**config.mk**
```make
export PLATFORM = sky130hd
export DESIGN_NAME = flash_query_responder
export DESIGN_NICKNAME = d
export VERILOG_FILES = /design/src/flash_query_pkg.sv /design/src/flash_query_responder.sv /design/src/query_cmd_decoder.sv /design/src/query_table_rom.sv
export VERILOG_INCLUDE_DIRS = /design/src
export SDC_FILE = /design/constraint.sdc
export NUM_CORES = 1
export LEC_CHECK = 0
export ABC_CLOCK_PERIOD_IN_PS = 3000
export BUFFER_PORTS_ARGS = -buffer_cell sky130_fd_sc_hd__buf_2
export CAP_MARGIN = 20
export CORE_MARGIN = 8
export CORE_UTILIZATION = 49
export DETAILED_ROUTE_END_ITERATION = 7
export PLACE_DENSITY = 0.8
export SLEW_MARGIN = 20
export SYNTH_ARGS = -nofsm -noshare
export SYNTH_HDL_FRONTEND = slang
export SYNTH_SLANG_ARGS = --single-unit
```
**constraint.sdc**
```tcl
create_clock -name clock -period 3 [get_ports clock]
set_clock_uncertainty 0.2 [all_clocks]
set_input_delay 0.45 -clock clock [delete_from_list [all_inputs] [get_ports clock]]
set_output_delay 0.45 -clock clock [all_outputs]
set_load 0.01 [all_outputs]
```
**src/flash_query_consts.svh**
```systemverilog
// Purpose: shared constants of the query responder
// Assumes: word and byte addresses share one bus field
// Notes:   zero table entries are named too and share QV_ZERO
`ifndef FLASH_QUERY_CONSTS_SVH
`define FLASH_QUERY_CONSTS_SVH

`define ADDR_W      21
`define DATA_W      16
`define IDX_W       7
`define CMD_W       8
`define CMD_QUERY   8'h98
`define CMD_RESET   8'hF0
`define QRY_WADDR   8'h55
`define QRY_BADDR   9'h0AA
`define QI_Q        7'h10
`define QI_R        7'h11
`define QI_Y        7'h12
`define QI_PCS      7'h13
`define QI_PCS_HI   7'h14
`define QI_PEXT     7'h15
`define QI_PEXT_HI  7'h16
`define QI_ALT      7'h17
`define QI_VMIN     7'h1B
`define QI_VMAX     7'h1C
`define QI_VPP      7'h1D
`define QI_TWR      7'h1F
`define QI_TBE      7'h21
`define QI_MWR      7'h23
`define QI_MBE      7'h25
`define QI_SIZE     7'h27
`define QI_IFD      7'h28
`define QI_BUF      7'h2A
`define QI_NREG     7'h2C
`define QI_R1       7'h2F
`define QI_R2A      7'h31
`define QI_R2C      7'h33
`define QI_R3       7'h37
`define QI_R4A      7'h39
`define QI_R4D      7'h3C
`define QV_Q        16'h0051
`define QV_R        16'h0052
`define QV_Y        16'h0059
`define QV_PCS      16'h0002
`define QV_PEXT     16'h0040
`define QV_VMIN     16'h0027
`define QV_VMAX     16'h0036
`define QV_TWR      16'h0004
`define QV_TBE      16'h000A
`define QV_MWR      16'h0005
`define QV_MBE      16'h0004
`define QV_SIZE     16'h0015
`define QV_IFD      16'h0002
`define QV_NREG     16'h0004
`define QV_R1       16'h0040
`define QV_R2A      16'h0001
`define QV_R2C      16'h0020
`define QV_R3       16'h0080
`define QV_R4A      16'h001E
`define QV_R4D      16'h0001
`define QV_ZERO     16'h0000

`endif

```
**src/flash_query_pkg.sv**
```systemverilog
// Purpose: types of the query responder
// Assumes: constants header included first
// Notes:   no functions here, only carriers
`default_nettype none
`include "flash_query_consts.svh"
package flash_query_pkg;

  typedef enum logic [1:0] {MODE_ARRAY, MODE_AUTOSEL, MODE_QUERY} devMode_t;

  typedef struct packed {
    logic                wrStb;
    logic                rdStb;
    logic [`ADDR_W-1:0]  addr;
    logic [`DATA_W-1:0]  wdata;
  } busReq_t;

  typedef struct packed {
    logic isQuery;
    logic isReset;
  } cmdKind_t;

  typedef struct packed {
    logic               valid;
    logic [`DATA_W-1:0] data;
  } rdResp_t;

endpackage
`default_nettype wire

```
**src/flash_query_responder.sv**
```systemverilog
// Purpose: query mode state and table read path of the flash
// Assumes: one-cycle strobes; read and write never share a cycle
// Notes:   table answers come two cycles after the read strobe
`default_nettype none
`include "flash_query_consts.svh"
module flash_query_responder (
  input  wire logic                      clock,
  input  wire logic                      nrst,
  input  wire flash_query_pkg::busReq_t  busReq,
  input  wire logic                      byteMode,
  input  wire logic                      arrayReady,
  input  wire logic                      autoselEnter,
  output var  flash_query_pkg::rdResp_t  rdResp,
  output var  logic                      queryActive,
  output var  logic                      autoselActive
);

  flash_query_pkg::devMode_t mode;
  flash_query_pkg::devMode_t retMode;
  flash_query_pkg::devMode_t next_mode;
  flash_query_pkg::devMode_t next_retMode;
  flash_query_pkg::cmdKind_t cmd;

  logic               rdTake;
  logic [`IDX_W-1:0]  rdIndex;
  logic [`DATA_W-1:0] romEntry;
  logic               rdPend;
  logic               hiClear;
  logic               byteSel;
  logic               oddByte;

  // word location of an access in either bus width
  function automatic logic [`IDX_W-1:0] tableIndex(
    input logic [`ADDR_W-1:0] a,
    input logic               bm
  );
    tableIndex = bm ? a[`IDX_W:1] : a[`IDX_W-1:0];
  endfunction

  // address bits above the table must be zero; word mode leaves bit 20 unchecked
  function automatic logic upperClear(
    input logic [`ADDR_W-1:0] a,
    input logic               bm
  );
    if (bm) begin
      upperClear = (a[`ADDR_W-1:`IDX_W+1] == '0);
    end else begin
      upperClear = (a[`ADDR_W-2:`IDX_W] == '0);
    end
  endfunction

  query_cmd_decoder cmdDec (
    .byteMode (byteMode),
    .busReq   (busReq),
    .cmd      (cmd)
  );

  // mode transitions; a command write wins over autoselect entry
  always_comb begin
    next_mode = mode;
    next_retMode = retMode;
    unique case (mode)
      flash_query_pkg::MODE_ARRAY: begin
        if (cmd.isQuery && arrayReady) begin
          next_mode = flash_query_pkg::MODE_QUERY;
          next_retMode = flash_query_pkg::MODE_ARRAY;
        end else if (autoselEnter && !busReq.wrStb) begin
          next_mode = flash_query_pkg::MODE_AUTOSEL;
        end
      end
      flash_query_pkg::MODE_AUTOSEL: begin
        if (cmd.isQuery) begin
          next_mode = flash_query_pkg::MODE_QUERY;
          next_retMode = flash_query_pkg::MODE_AUTOSEL;
        end else if (cmd.isReset) begin
          next_mode = flash_query_pkg::MODE_ARRAY;
        end
      end
      flash_query_pkg::MODE_QUERY: begin
        if (cmd.isReset) begin
          next_mode = retMode;
        end
      end
      default: begin
        next_mode = flash_query_pkg::MODE_ARRAY;
      end
    endcase
  end

  always_ff @(posedge clock) begin
    if (!nrst) begin
      mode          <= flash_query_pkg::MODE_ARRAY;
      queryActive   <= 1'b0;
      autoselActive <= 1'b0;
    end else begin
      mode          <= next_mode;
      queryActive   <= (next_mode == flash_query_pkg::MODE_QUERY);
      autoselActive <= (next_mode == flash_query_pkg::MODE_AUTOSEL);
    end
  end

  always_ff @(posedge clock) begin
    if (!nrst) begin
      retMode <= flash_query_pkg::MODE_ARRAY;
    end else begin
      retMode <= next_retMode;
    end
  end

  // reads are answered only while in query mode
  assign rdTake = busReq.rdStb && queryActive;
  assign rdIndex = tableIndex(busReq.addr, byteMode);

  query_table_rom tableRom (
    .clock (clock),
    .nrst  (nrst),
    .en    (rdTake),
    .index (rdIndex),
    .entry (romEntry)
  );

  // access qualifiers travel alongside the table lookup
  always_ff @(posedge clock) begin
    if (!nrst) begin
      rdPend  <= 1'b0;
      hiClear <= 1'b0;
      byteSel <= 1'b0;
      oddByte <= 1'b0;
    end else begin
      rdPend  <= rdTake;
      hiClear <= upperClear(busReq.addr, byteMode);
      byteSel <= byteMode;
      oddByte <= byteMode && busReq.addr[0];
    end
  end

  always_ff @(posedge clock) begin
    if (!nrst) begin
      rdResp.valid <= 1'b0;
    end else begin
      rdResp.valid <= rdPend;
    end
  end

  // data holds between answers
  always_ff @(posedge clock) begin
    if (!nrst) begin
      rdResp.data <= `QV_ZERO;
    end else if (rdPend) begin
      if (!hiClear) begin
        rdResp.data <= `QV_ZERO;
      end else if (byteSel) begin
        // odd byte is the upper half, always zero
        rdResp.data <= oddByte ? `QV_ZERO : {8'h00, romEntry[7:0]};
      end else begin
        rdResp.data <= romEntry;
      end
    end
  end
endmodule
`default_nettype wire

```
**src/query_cmd_decoder.sv**
```systemverilog
// Purpose: classifies a bus write as query or reset command
// Assumes: only data lanes 7..0 carry the command
// Notes:   purely combinational
`default_nettype none
`include "flash_query_consts.svh"
module query_cmd_decoder (
  input  wire logic                     byteMode,
  input  wire flash_query_pkg::busReq_t busReq,
  output var  flash_query_pkg::cmdKind_t cmd
);

  logic addrHit;

  always_comb begin
    if (byteMode) begin
      addrHit = (busReq.addr[8:0] == `QRY_BADDR);
    end else begin
      addrHit = (busReq.addr[7:0] == `QRY_WADDR);
    end
  end

  always_comb begin
    cmd.isQuery = busReq.wrStb && addrHit
                  && (busReq.wdata[`CMD_W-1:0] == `CMD_QUERY);
    // address is don't care here
    cmd.isReset = busReq.wrStb
                  && (busReq.wdata[`CMD_W-1:0] == `CMD_RESET);
  end

endmodule
`default_nettype wire

```
**src/query_table_rom.sv**
```systemverilog
// Purpose: query table lookup with registered read data
// Assumes: index is a word location
// Notes:   anything outside the named entries reads zero
`default_nettype none
`include "flash_query_consts.svh"
module query_table_rom (
  input  wire logic               clock,
  input  wire logic               nrst,
  input  wire logic               en,
  input  wire logic [`IDX_W-1:0]  index,
  output var  logic [`DATA_W-1:0] entry
);

  always_ff @(posedge clock) begin
    if (!nrst) begin
      entry <= `QV_ZERO;
    end else if (en) begin
      unique case (index)
        `QI_Q:    entry <= `QV_Q;
        `QI_R:    entry <= `QV_R;
        `QI_Y:    entry <= `QV_Y;
        `QI_PCS:  entry <= `QV_PCS;
        `QI_PEXT: entry <= `QV_PEXT;
        `QI_VMIN: entry <= `QV_VMIN;
        `QI_VMAX: entry <= `QV_VMAX;
        `QI_TWR:  entry <= `QV_TWR;
        `QI_TBE:  entry <= `QV_TBE;
        `QI_MWR:  entry <= `QV_MWR;
        `QI_MBE:  entry <= `QV_MBE;
        `QI_SIZE: entry <= `QV_SIZE;
        `QI_IFD:  entry <= `QV_IFD;
        `QI_NREG: entry <= `QV_NREG;
        `QI_R1:   entry <= `QV_R1;
        `QI_R2A:  entry <= `QV_R2A;
        `QI_R2C:  entry <= `QV_R2C;
        `QI_R3:   entry <= `QV_R3;
        `QI_R4A:  entry <= `QV_R4A;
        `QI_R4D:  entry <= `QV_R4D;
        // zero words
        default:  entry <= `QV_ZERO;
      endcase
    end
  end

endmodule
`default_nettype wire
```
# Yosys cells after proc, flatten, opt, wreduce, memory -nomap -nowiden
# Memories as Yosys holds them, arrays and structs flattened.
# Index checks and enable logic that the tools add are counted.
[totals]
ff_bits = 43
romBits = 512
in_bits = 44
output_inout_bits = 19
wordCells = 51
n_memories = 1
[mem_list]
columns = ["name", "words", "width", "rd", "rd_ports_with_merged_regs", "wr", "line", "rtl"]
rows = [
  ["(name not given)", 64, 8, 1, 0, 0, "query_table_rom.sv:18", "unique case (index)"],
]
[op_classes]
eq_ne = 10
mux = 16
n_reduce_logical = 13
[ops]
columns = ["op", "n"]
rows = [
  ["two-way mux 16 bit", 3],
  ["logical NOT 13 bit", 2],
  ["equality test 8 bit (second input constant)", 2],
  ["two-way mux 2 bit", 7],
  ["equality test 9 x 8 -> 1 bit (second input constant)", 1],
  ["equality test 8 x 7 -> 1 bit (second input constant)", 1],
  ["two-way mux 8 bit", 1],
  ["logical AND 1 bit", 7],
  ["two-way mux 7 bit", 1],
  ["one-hot mux 2 bit (3 select lines)", 1],
  ["equality test 2 x 1 -> 1 bit (second input constant)", 2],
  ["equality test 2 bit (second input constant)", 2],
  ["!= test 2 bit (second input constant)", 2],
  ["one-hot mux 2 bit (2 select lines)", 1],
  ["AND reduction 3 bit", 1],
  ["logical NOT 2 bit", 1],
  ["two-way mux 1 bit", 2],
  ["nonzero test 2 bit", 1],
  ["logical NOT 1 bit", 1],
]

# Depth between registers and ports, before layout
# Gate-level depths: netlist of run 1.
[logic_depth]
depth_word = 8
depth_mapped = 10
ltp_nobuf = 8

# Cells and area by module
# A second synthesis of run 1 with hierarchy kept.
[unflattened]
hier_cells = 224
hier_area_um2 = 1980.6
[modules_own_cells]
columns = ["mod", "n_inst", "cells_per_inst", "area_per_inst_um2", "seq_area_each_um2"]
rows = [
  ["flash_query_responder", 1, 115, 1089.8, 520.5],
  ["query_table_rom", 1, 96, 788.3, 160.2],
  ["query_cmd_decoder", 1, 13, 102.6, 0.0],
]

# Least setup slack after synthesis of run 1
# OpenSTA, ideal clock, no wires.
[synth_timing]
path_kind = "input to register"
start = "input byteMode"
end = "register tableRom.entry[4]"
setup_ns = 0.075
arrival_time_ns = 1.987
t_required_ns = 2.725
path_slack_ns = 0.738
cell_stages = 8
n_path_buf = 1
path_cell_list = "buf_2 > mux2i_1 > inv_1 > ha_1 > nor3_1 > a31oi_1 > or3_1 > a31oi_1"
[synth_via]
elab_chain_len = 3
[synth_lines]
columns = ["element", "line", "rtl"]
rows = [
  ["start: declaration", "flash_query_responder.sv:10", "input wire logic byteMode,"],
  ["two-way mux 7 bit (*)", "flash_query_responder.sv:37", "tableIndex = bm ? a[`IDX_W:1] : a[`IDX_W-1:0];"],
  ["memory read (64 x 8 bit)", "--", ""],
  ["two-way mux 16 bit (*)", "query_table_rom.sv:18", ""],
  ["end signal: assignment", "query_table_rom.sv:19", "`QI_Q: entry <= `QV_Q;"],
  ["end signal: assignment", "query_table_rom.sv:20", "`QI_R: entry <= `QV_R;"],
  ["end signal: assignment", "query_table_rom.sv:21", "`QI_Y: entry <= `QV_Y;"],
  ["end: declaration", "query_table_rom.sv:11", "output var logic [`DATA_W-1:0] entry"],
]
# Mark *: on every way between the ends. The rest lies on a longest branch, timed or not.
# A chain may end at the register's enable or synchronous reset.

# Worst setup path after layout of run 1
# Ends and elaborated chain as after synthesis.

==> summary.txt, run 1 <==
Routing
  – 1st-pass router iterations: 5
  – WL final: slightly below 4 mm
  – Initial DRC count: 137
  – Via Count: 1630
  – Post-DR vias/cell: 5.54
  – DR WL/cell: 13.5 um
  – Number of remaining DRC errors: 0
  – Remaining antenna violation count after routing: 0

Synthesis
  – Most frequent cell after synthesis: dfxtp_1
  – #FFs+latches synth: 26
  – Register area share after synthesis: ~31%
  – Mean Syn Cell Area: 8.12 sq um
  – Cells after Synth: 205
  – Number of synthesized flops with an enable pin: 0
  – Post-synth top cells: dfxtp_1, nor2_1, a21oi_1
  – Synth Warn #: 0
  – Post-synth top flop: dfxtp_1
  – Top post-synthesis cells by area: dfxtp_1, a21oi_1, nor2_1
  – Mapped cell area: 1660 sq um
  – Synth cell types: 51
  – Yosys top cell by area: dfxtp_1
  – Synth top area share: 31.3%
  – Asr flop ratio synth: 0%

Timing
  – Final period util: 70.2%
  – Setup TNS: 0 ns
  – Max_slew headroom: 57.8%
  – Worst Tran Pin Value: 0.632 ns
  – RSZ-0062 raised after global routing: no
  – Min Hold Slack: around 0.09 ns
  – Final hold vios: 0
  – Fmax: 475 MHz
  – Max Slew Vio Count: 0
  – Final setup viols: 0
  – Clock period minus worst slack: 2.11 ns

Status
  – Status: completed

Power
  – Net Switching: 0.176 mW
  – Leakage power: 0.813 nW
  – Sequential Power Share: roughly 54%
  – Combinational share of power: 19.7%
  – Power Density: 340 nW/um^2
  – Max IR drop VDD: ~0.14 mV
  – Clock power frac: 26.5%
  – Switching part of the total: a little over a quarter
  – Int Power: 0.475 mW

Floorplan
  – Io pins: 63
  – Core area: 3310 sq um
  – Die X: around 74 um
  – Initial Util: between 50% and 60%
  – FP Rows: 21
  – Area of the die: roughly 5500 sq um
  – Die H: 74.3 um

Final layout
  – Synthesis-to-finish area growth: 15.0%
  – Share of layout cells above drive strength 1: 23.8%
  – Ant diodes: 0
  – Nets: 298

Global route
  – First-pass GRT wire length: ~6.6 mm
  – All-Layer GR Usage: between 10% and 20%
  – Global route overflow: 0
  – Largest net degree at the start of global routing: 23
  – Vias in the first global route: 1508
  – Initial antenna violation count: 0

Setup path
  – Worst path max stage delay: roughly 0.34 ns
  – CP startpoint kind: input pin
  – WS Path Type: input pin to flop
  – Critical path's slowest cell: mux2i_1
  – Most used cell, CP: a31oi_1
  – Crit-path cells: buf_2 -> mux2i_1 -> inv_1 -> ha_1 -> nor3_1 -> a31oi_1 -> or3_1 -> a31oi_1
  – WP data arrival: 2.16 ns
  – CP Capture Type: flop
  – Critical Path Fanout Max: 22
  – Required @ worst endpoint: 3.05 ns

CTS
  – # Post-CTS Setup Buffers: 0
  – Clock insertion delay at the later pin of the skew report: 0.32 ns
  – CTS Root Cell: clkbuf_4
  – CTS Buffer Depth: 2
  – Hold buffers post-CTS: 0
  – Worst-path clk slew: about 0.13 ns
  – CTS tree: built
  – Clock Sinks: 26
  – Post-CTS Resized: 0
  – CTS buffer count: 3
  – Htree depth: 1

Run
  – Max_cap viols: 0

Place
  – Port buffer count: 46
  – Post-DP HPWL: approximately 3.2 mm
  – RePlAce Congestion: around 0.9

Min path
  – HP Class: input pin to flop
layout make-up:
type,count,area [sq um]
clock buffer,4,36.3
multi-input combinational,165,1040
tap,46,57.6
inverter,5,18.8
sequential,26,520
timing repair buffer,48,245
fill,335,1400
critical path: cells and delay by family:
| kind | cells | cell delay, ns |
|---|---|---|
| buffers and inverters | 2 | 0.45 |
| adder cells (fa/ha/maj) | 1 | 0.20 |
| multiplexers | 1 | 0.34 |
| AND/OR/NAND/NOR | 2 | 0.50 |
| AO/OA/AOI/OAI | 2 | 0.23 |
final timing paths:
check               startpoint                 to  slack (ns)  depth (start not counted)
max                   byteMode  tableRom.entry[4]        0.89                          8
min                 busReq[36]            hiClear        0.09                          2
max reg2reg             rdPend          rdResp[7]        1.34                          4
min reg2reg  tableRom.entry[4]  tableRom.entry[4]        0.28                          2
cell families (layout without fill, tap and decap cells):
family	after synthesis	in the layout	share of synthesized area, %
and+or+nand+nor	89	89	29.2
AOI/OAI and AO/OA	56	56	23.2
DFF	26	26	31.3
buffers and inverters	21	57	8.04
muxes	7	7	4.29
adders and majority gates	5	5	3.76
other	1	8	0.225
per-layer routing:
layer,vias to the layer above,global-route usage [%],wire (um)
met5,-,0,0
met4,0,4.78,40
met3,4,1.75,235
met2,54,23.9,1820
met1,747,19.5,1880
li1,825,-,-
placed cells by master, fill, tap and decap left out, drive strengths merged, types with 3 or more instances in the layout:
cell / n
o21ai: 6
nand3: 6
o22ai: 5
and2: 3
nor3: 5
dfxtp: 26
mux2i: 6
nor2: 22
clkbuf: 4
a22oi: 3
nor2b: 12
inv: 4
nand4: 4
a21oi: 18
a211oi: 3
nand2: 16
nand2b: 3
a31oi: 4
ha: 5
buf: 48
conb: 8
nand4b: 3
nand3b: 3
power groups by stage:
stage | logic, mW | clock network (mW) | registers [mW]
after global placement | 0.124 | 0 | 0.359
after detailed placement | 0.126 | 0 | 0.359
final | 0.128 | 0.172 | 0.351
after floorplan | 0.0889 | 0 | 0.359
after global routing | 0.142 | 0.193 | 0.352
after CTS | 0.126 | 0.177 | 0.351
metrics by stage:
| step | total power [mW] | instances | area (sq um) | utilization (%) | worst slack (ns) |
|---|---|---|---|---|---|
| floorplan | 0.448 | 212 | 1690 | - | 0.738 |
| global placement | 0.482 | 290 | 1880 | 56.7 | 0.580 |
| detailed placement | 0.485 | 290 | 1880 | 56.7 | 0.578 |
| CTS | 0.654 | 294 | 1910 | 57.8 | 0.914 |
| global route | 0.687 | 294 | 1910 | 57.8 | 0.797 |
| finish | 0.652 | 294 | 1910 | 57.8 | 0.894 |
state kept, by name (all words and copies together), names as in the netlist:
| signal | cells |
|---|---|
| autoselActive | 1 |
| byteSel | 1 |
| hiClear | 1 |
| mode | 2 |
| oddByte | 1 |
| queryActive | 1 |
| rdPend | 1 |
| rdResp | 9 |
| retMode | 1 |
| tableRom.entry | 8 |
Note: power is estimated with default switching activity, not from simulation.
==> inputs of run 2 (changes only) <==
--- a/config.mk
+++ b/config.mk
@@ -6,13 +6,13 @@
 export SDC_FILE = /design/constraint.sdc
 export NUM_CORES = 1
 export LEC_CHECK = 0
-export ABC_CLOCK_PERIOD_IN_PS = 3000
+export ABC_CLOCK_PERIOD_IN_PS = 1800
 export BUFFER_PORTS_ARGS = -buffer_cell sky130_fd_sc_hd__buf_2
 export CAP_MARGIN = 20
 export CORE_MARGIN = 8
-export CORE_UTILIZATION = 49
+export CORE_UTILIZATION = 44
 export DETAILED_ROUTE_END_ITERATION = 7
-export PLACE_DENSITY = 0.8
+export PLACE_DENSITY = 0.76
 export SLEW_MARGIN = 20
 export SYNTH_ARGS = -nofsm -noshare
 export SYNTH_HDL_FRONTEND = slang
==> constraint.sdc (replaced) <==
create_clock -name clock -period 1.8 [get_ports clock]
set_clock_uncertainty 0.2 [all_clocks]
set_input_delay 0.27 -clock clock [delete_from_list [all_inputs] [get_ports clock]]
set_output_delay 0.27 -clock clock [all_outputs]
set_load 0.01 [all_outputs]
==> run 2 against run 1 <==
Against the previous run:
- worst setup slack got worse by 0.77 ns
- design area increased by 13%
- die area up 8.9%
- worst hold slack lost 0.0081 ns
- first-iteration DRC count shrank 49%
- total power increased by 79%
- via count increased by 5.2%
- flip-flop and latch count unchanged
- critical endpoint is now retMode[0]
- largest power group unchanged
==> summary.txt, run 2 (synthesized netlist as in run 1, its figures left out) <==
Status
  – Status: completed (unchanged)

Global route
  – Initial antenna violation count: 0 (unchanged)
  – First-pass GRT wire length: 6.96 mm (was 6.64 mm)
  – Largest net degree at the start of global routing: 17 (was 23)
  – Global route overflow: 0 (unchanged)
  – Vias in the first global route: 1566 (was 1508)
  – All-Layer GR Usage: 13.4% (was 14.7%)

Run
  – Max_cap viols: 0 (unchanged)

Final layout
  – Largest registers: rdResp: 9 flops, tableRom.entry: 8 flops, mode: 2 flops (unchanged)
  – Ant diodes: 0 (unchanged)
  – Synthesis-to-finish area growth: 29.6% (was 15.0%)
  – Most frequent cells in the layout: buf_2, dfxtp_1, buf_4 (was buf_2, dfxtp_1, nor2_1)
  – Filler cells: 347 (was 335)
  – Max FFs per register: 9 (unchanged)
  – Nets: 323 (was 298)
  – Most common cell after layout, fill and taps aside: buf_2 (unchanged)
  – Share of layout cells above drive strength 1: 32.4% (was 23.8%)
  – Reg with most FFs: rdResp (unchanged)

CTS
  – CTS Buffer Depth: 2 (unchanged)
  – CTS buffer count: 3 (unchanged)
  – # Post-CTS Setup Buffers: 0 (unchanged)
  – Worst-path clk slew: 0.08 ns (was 0.13 ns)
  – CTS Root Cell: clkbuf_8 (was clkbuf_4)
  – Clock insertion delay at the later pin of the skew report: 0.26 ns (was 0.32 ns)
  – CTS tree: built (unchanged)
  – Htree depth: 1 (unchanged)
  – Clock Sinks: 26 (unchanged)

Routing
  – Via Count: 1715 (was 1630)
  – Post-DR vias/cell: 5.36 (was 5.54)
  – WL final: 4.18 mm (was 3.98 mm)
  – Initial DRC count: 70 (was 137)
  – Remaining antenna violation count after routing: 0 (unchanged)
  – 1st-pass router iterations: 4 (was 5)
  – Number of remaining DRC errors: 0 (unchanged)
  – DR WL/cell: 13.1 um (was 13.5 um)

Floorplan
  – FP Rows: 22 (was 21)
  – Area of the die: 6010 sq um (was 5520 sq um)
  – Die X: 77.5 um (was 74.3 um)
  – Initial Util: 45.5% (was 50.3%)
  – Io pins: 63 (unchanged)
  – Core area: 3660 sq um (was 3310 sq um)
  – Die H: 77.5 um (was 74.3 um)

Timing
  – Max Slew Vio Count: 0 (unchanged)
  – Final period util: 92.8%
  – Setup TNS: 0 ns (unchanged)
  – Final setup viols: 0 (unchanged)
  – Fmax: between 500 and 600 MHz
  – Clock period minus worst slack: ~1.7 ns
  – Final worst setup slack: 0.129 ns (was 0.894 ns)
  – Final hold vios: 0 (unchanged)
  – RSZ-0062 raised after global routing: no (unchanged)
  – Min Hold Slack: 0.0822 ns (was 0.0903 ns)

Min path
  – HP Class: input pin to flop (unchanged)
  – Hold depth: 4 (was 2)

Setup path
  – WS Path Type: input pin to flop (unchanged)
  – CP Capture Type: flop (unchanged)
  – Critical path's slowest cell: or4_4 (was mux2i_1)
  – Crit-path cells: buf_2 -> or3b_1 -> or4_4 -> a211oi_4 -> a21bo_2 -> a21oi_1 (was buf_2 -> mux2i_1 -> inv_1 -> ha_1 -> nor3_1 -> a31oi_1 -> or3_1 -> a31oi_1)
  – Required @ worst endpoint: 1.75 ns (was 3.05 ns)
  – Worst path max stage delay: 0.44 ns (was 0.34 ns)
  – CP startpoint kind: input pin (unchanged)
  – WP data arrival: 1.63 ns (was 2.16 ns)
  – Reg2Reg Depth: 5 (was 4)
  – Critical Path Fanout Max: 3 (was 22)

Power
  – Switching part of the total: 26.1% (was 27.1%)
  – Net Switching: 0.304 mW (was 0.176 mW)
  – Int Power: 0.860 mW (was 0.475 mW)
  – Clock power frac: 26.6% (was 26.5%)
  – Leakage power: 0.933 nW (was 0.813 nW)
  – Combinational share of power: 23.2% (was 19.7%)
  – Sequential Power Share: 50.2% (was 53.9%)
  – Max IR drop VDD: 0.268 mV (was 0.145 mV)
  – Power Density: 539 nW/um^2 (was 340 nW/um^2)

Place
  – RePlAce Congestion: 0.848 (was 0.899)
  – Port buffer count: 46 (unchanged)
  – Post-DP HPWL: 3.48 mm (was 3.16 mm)
  – Dpl ws: -0.147 ns (was 0.578 ns)
## run 2: cell count changes in the layout (fill, tap and decap cells not counted), moves of 2 or more
cell / delta
buf_4: +24
mux2i_4: +2
ha_1: -2
clkbuf_4: -3
mux2i_1: -2
clkbuf_8: +2
## run 2: worst max-delay path, delay by kind of cell
family	cells	cell delay (ns)
buffers and inverters	1	0.10
AND/OR/NAND/NOR	2	0.81
AO/OA/AOI/OAI	3	0.45
## run 2: layer usage
metal	global-route usage, %	share of wire [%]	vias to the layer above
met5	0	0	-
met4	5.09	0.81	0
met3	1.84	6.0	2
li1	-	-	875
met1	16.4	44	785
met2	23.2	49	53
## run 2: repair_timing
item                                   in CTS  in global routing
resized for setup                           0                  0
endpoints found under the hold margin       1                  0
hold buffers                                1                  0
## run 2: final timing paths
check	from	slack [ns]	endpoint
worst max-delay path	busReq[5]	0.13	retMode[0]
worst min-delay path	busReq[26]	0.08	hiClear
worst max register to register	queryActive	0.41	tableRom.entry[0]
worst min register to register	tableRom.entry[3]	0.29	tableRom.entry[3]
## run 2: area by class of cell
type                    instances  area [sq um]  area share, %
multi-input cells             165          1080           50.1
flip-flops and latches         26           520           24.1
repair buffers                 73           435           20.2
well taps                      48          60.1           2.78
clock buffers                   3          41.3           1.91
inverters                       5          18.8          0.870
## run 2: through the flow
step	power [mW]	cell area (sq um)	util, %	cells
floorplan	0.763	1750	-	212
global placement	0.861	2110	57.5	316
detailed placement	0.865	2110	57.5	316
CTS	1.17	2160	58.9	320
global route	1.22	2160	58.9	320
finish	1.16	2160	58.9	320
## run 2: power by group through the flow
stage	registers [mW]	clock network, mW	logic, mW
after floorplan	0.598	0	0.165
after global routing	0.585	0.338	0.296
after detailed placement	0.598	0	0.267
after global placement	0.598	0	0.263
after CTS	0.584	0.317	0.269
final	0.585	0.309	0.270
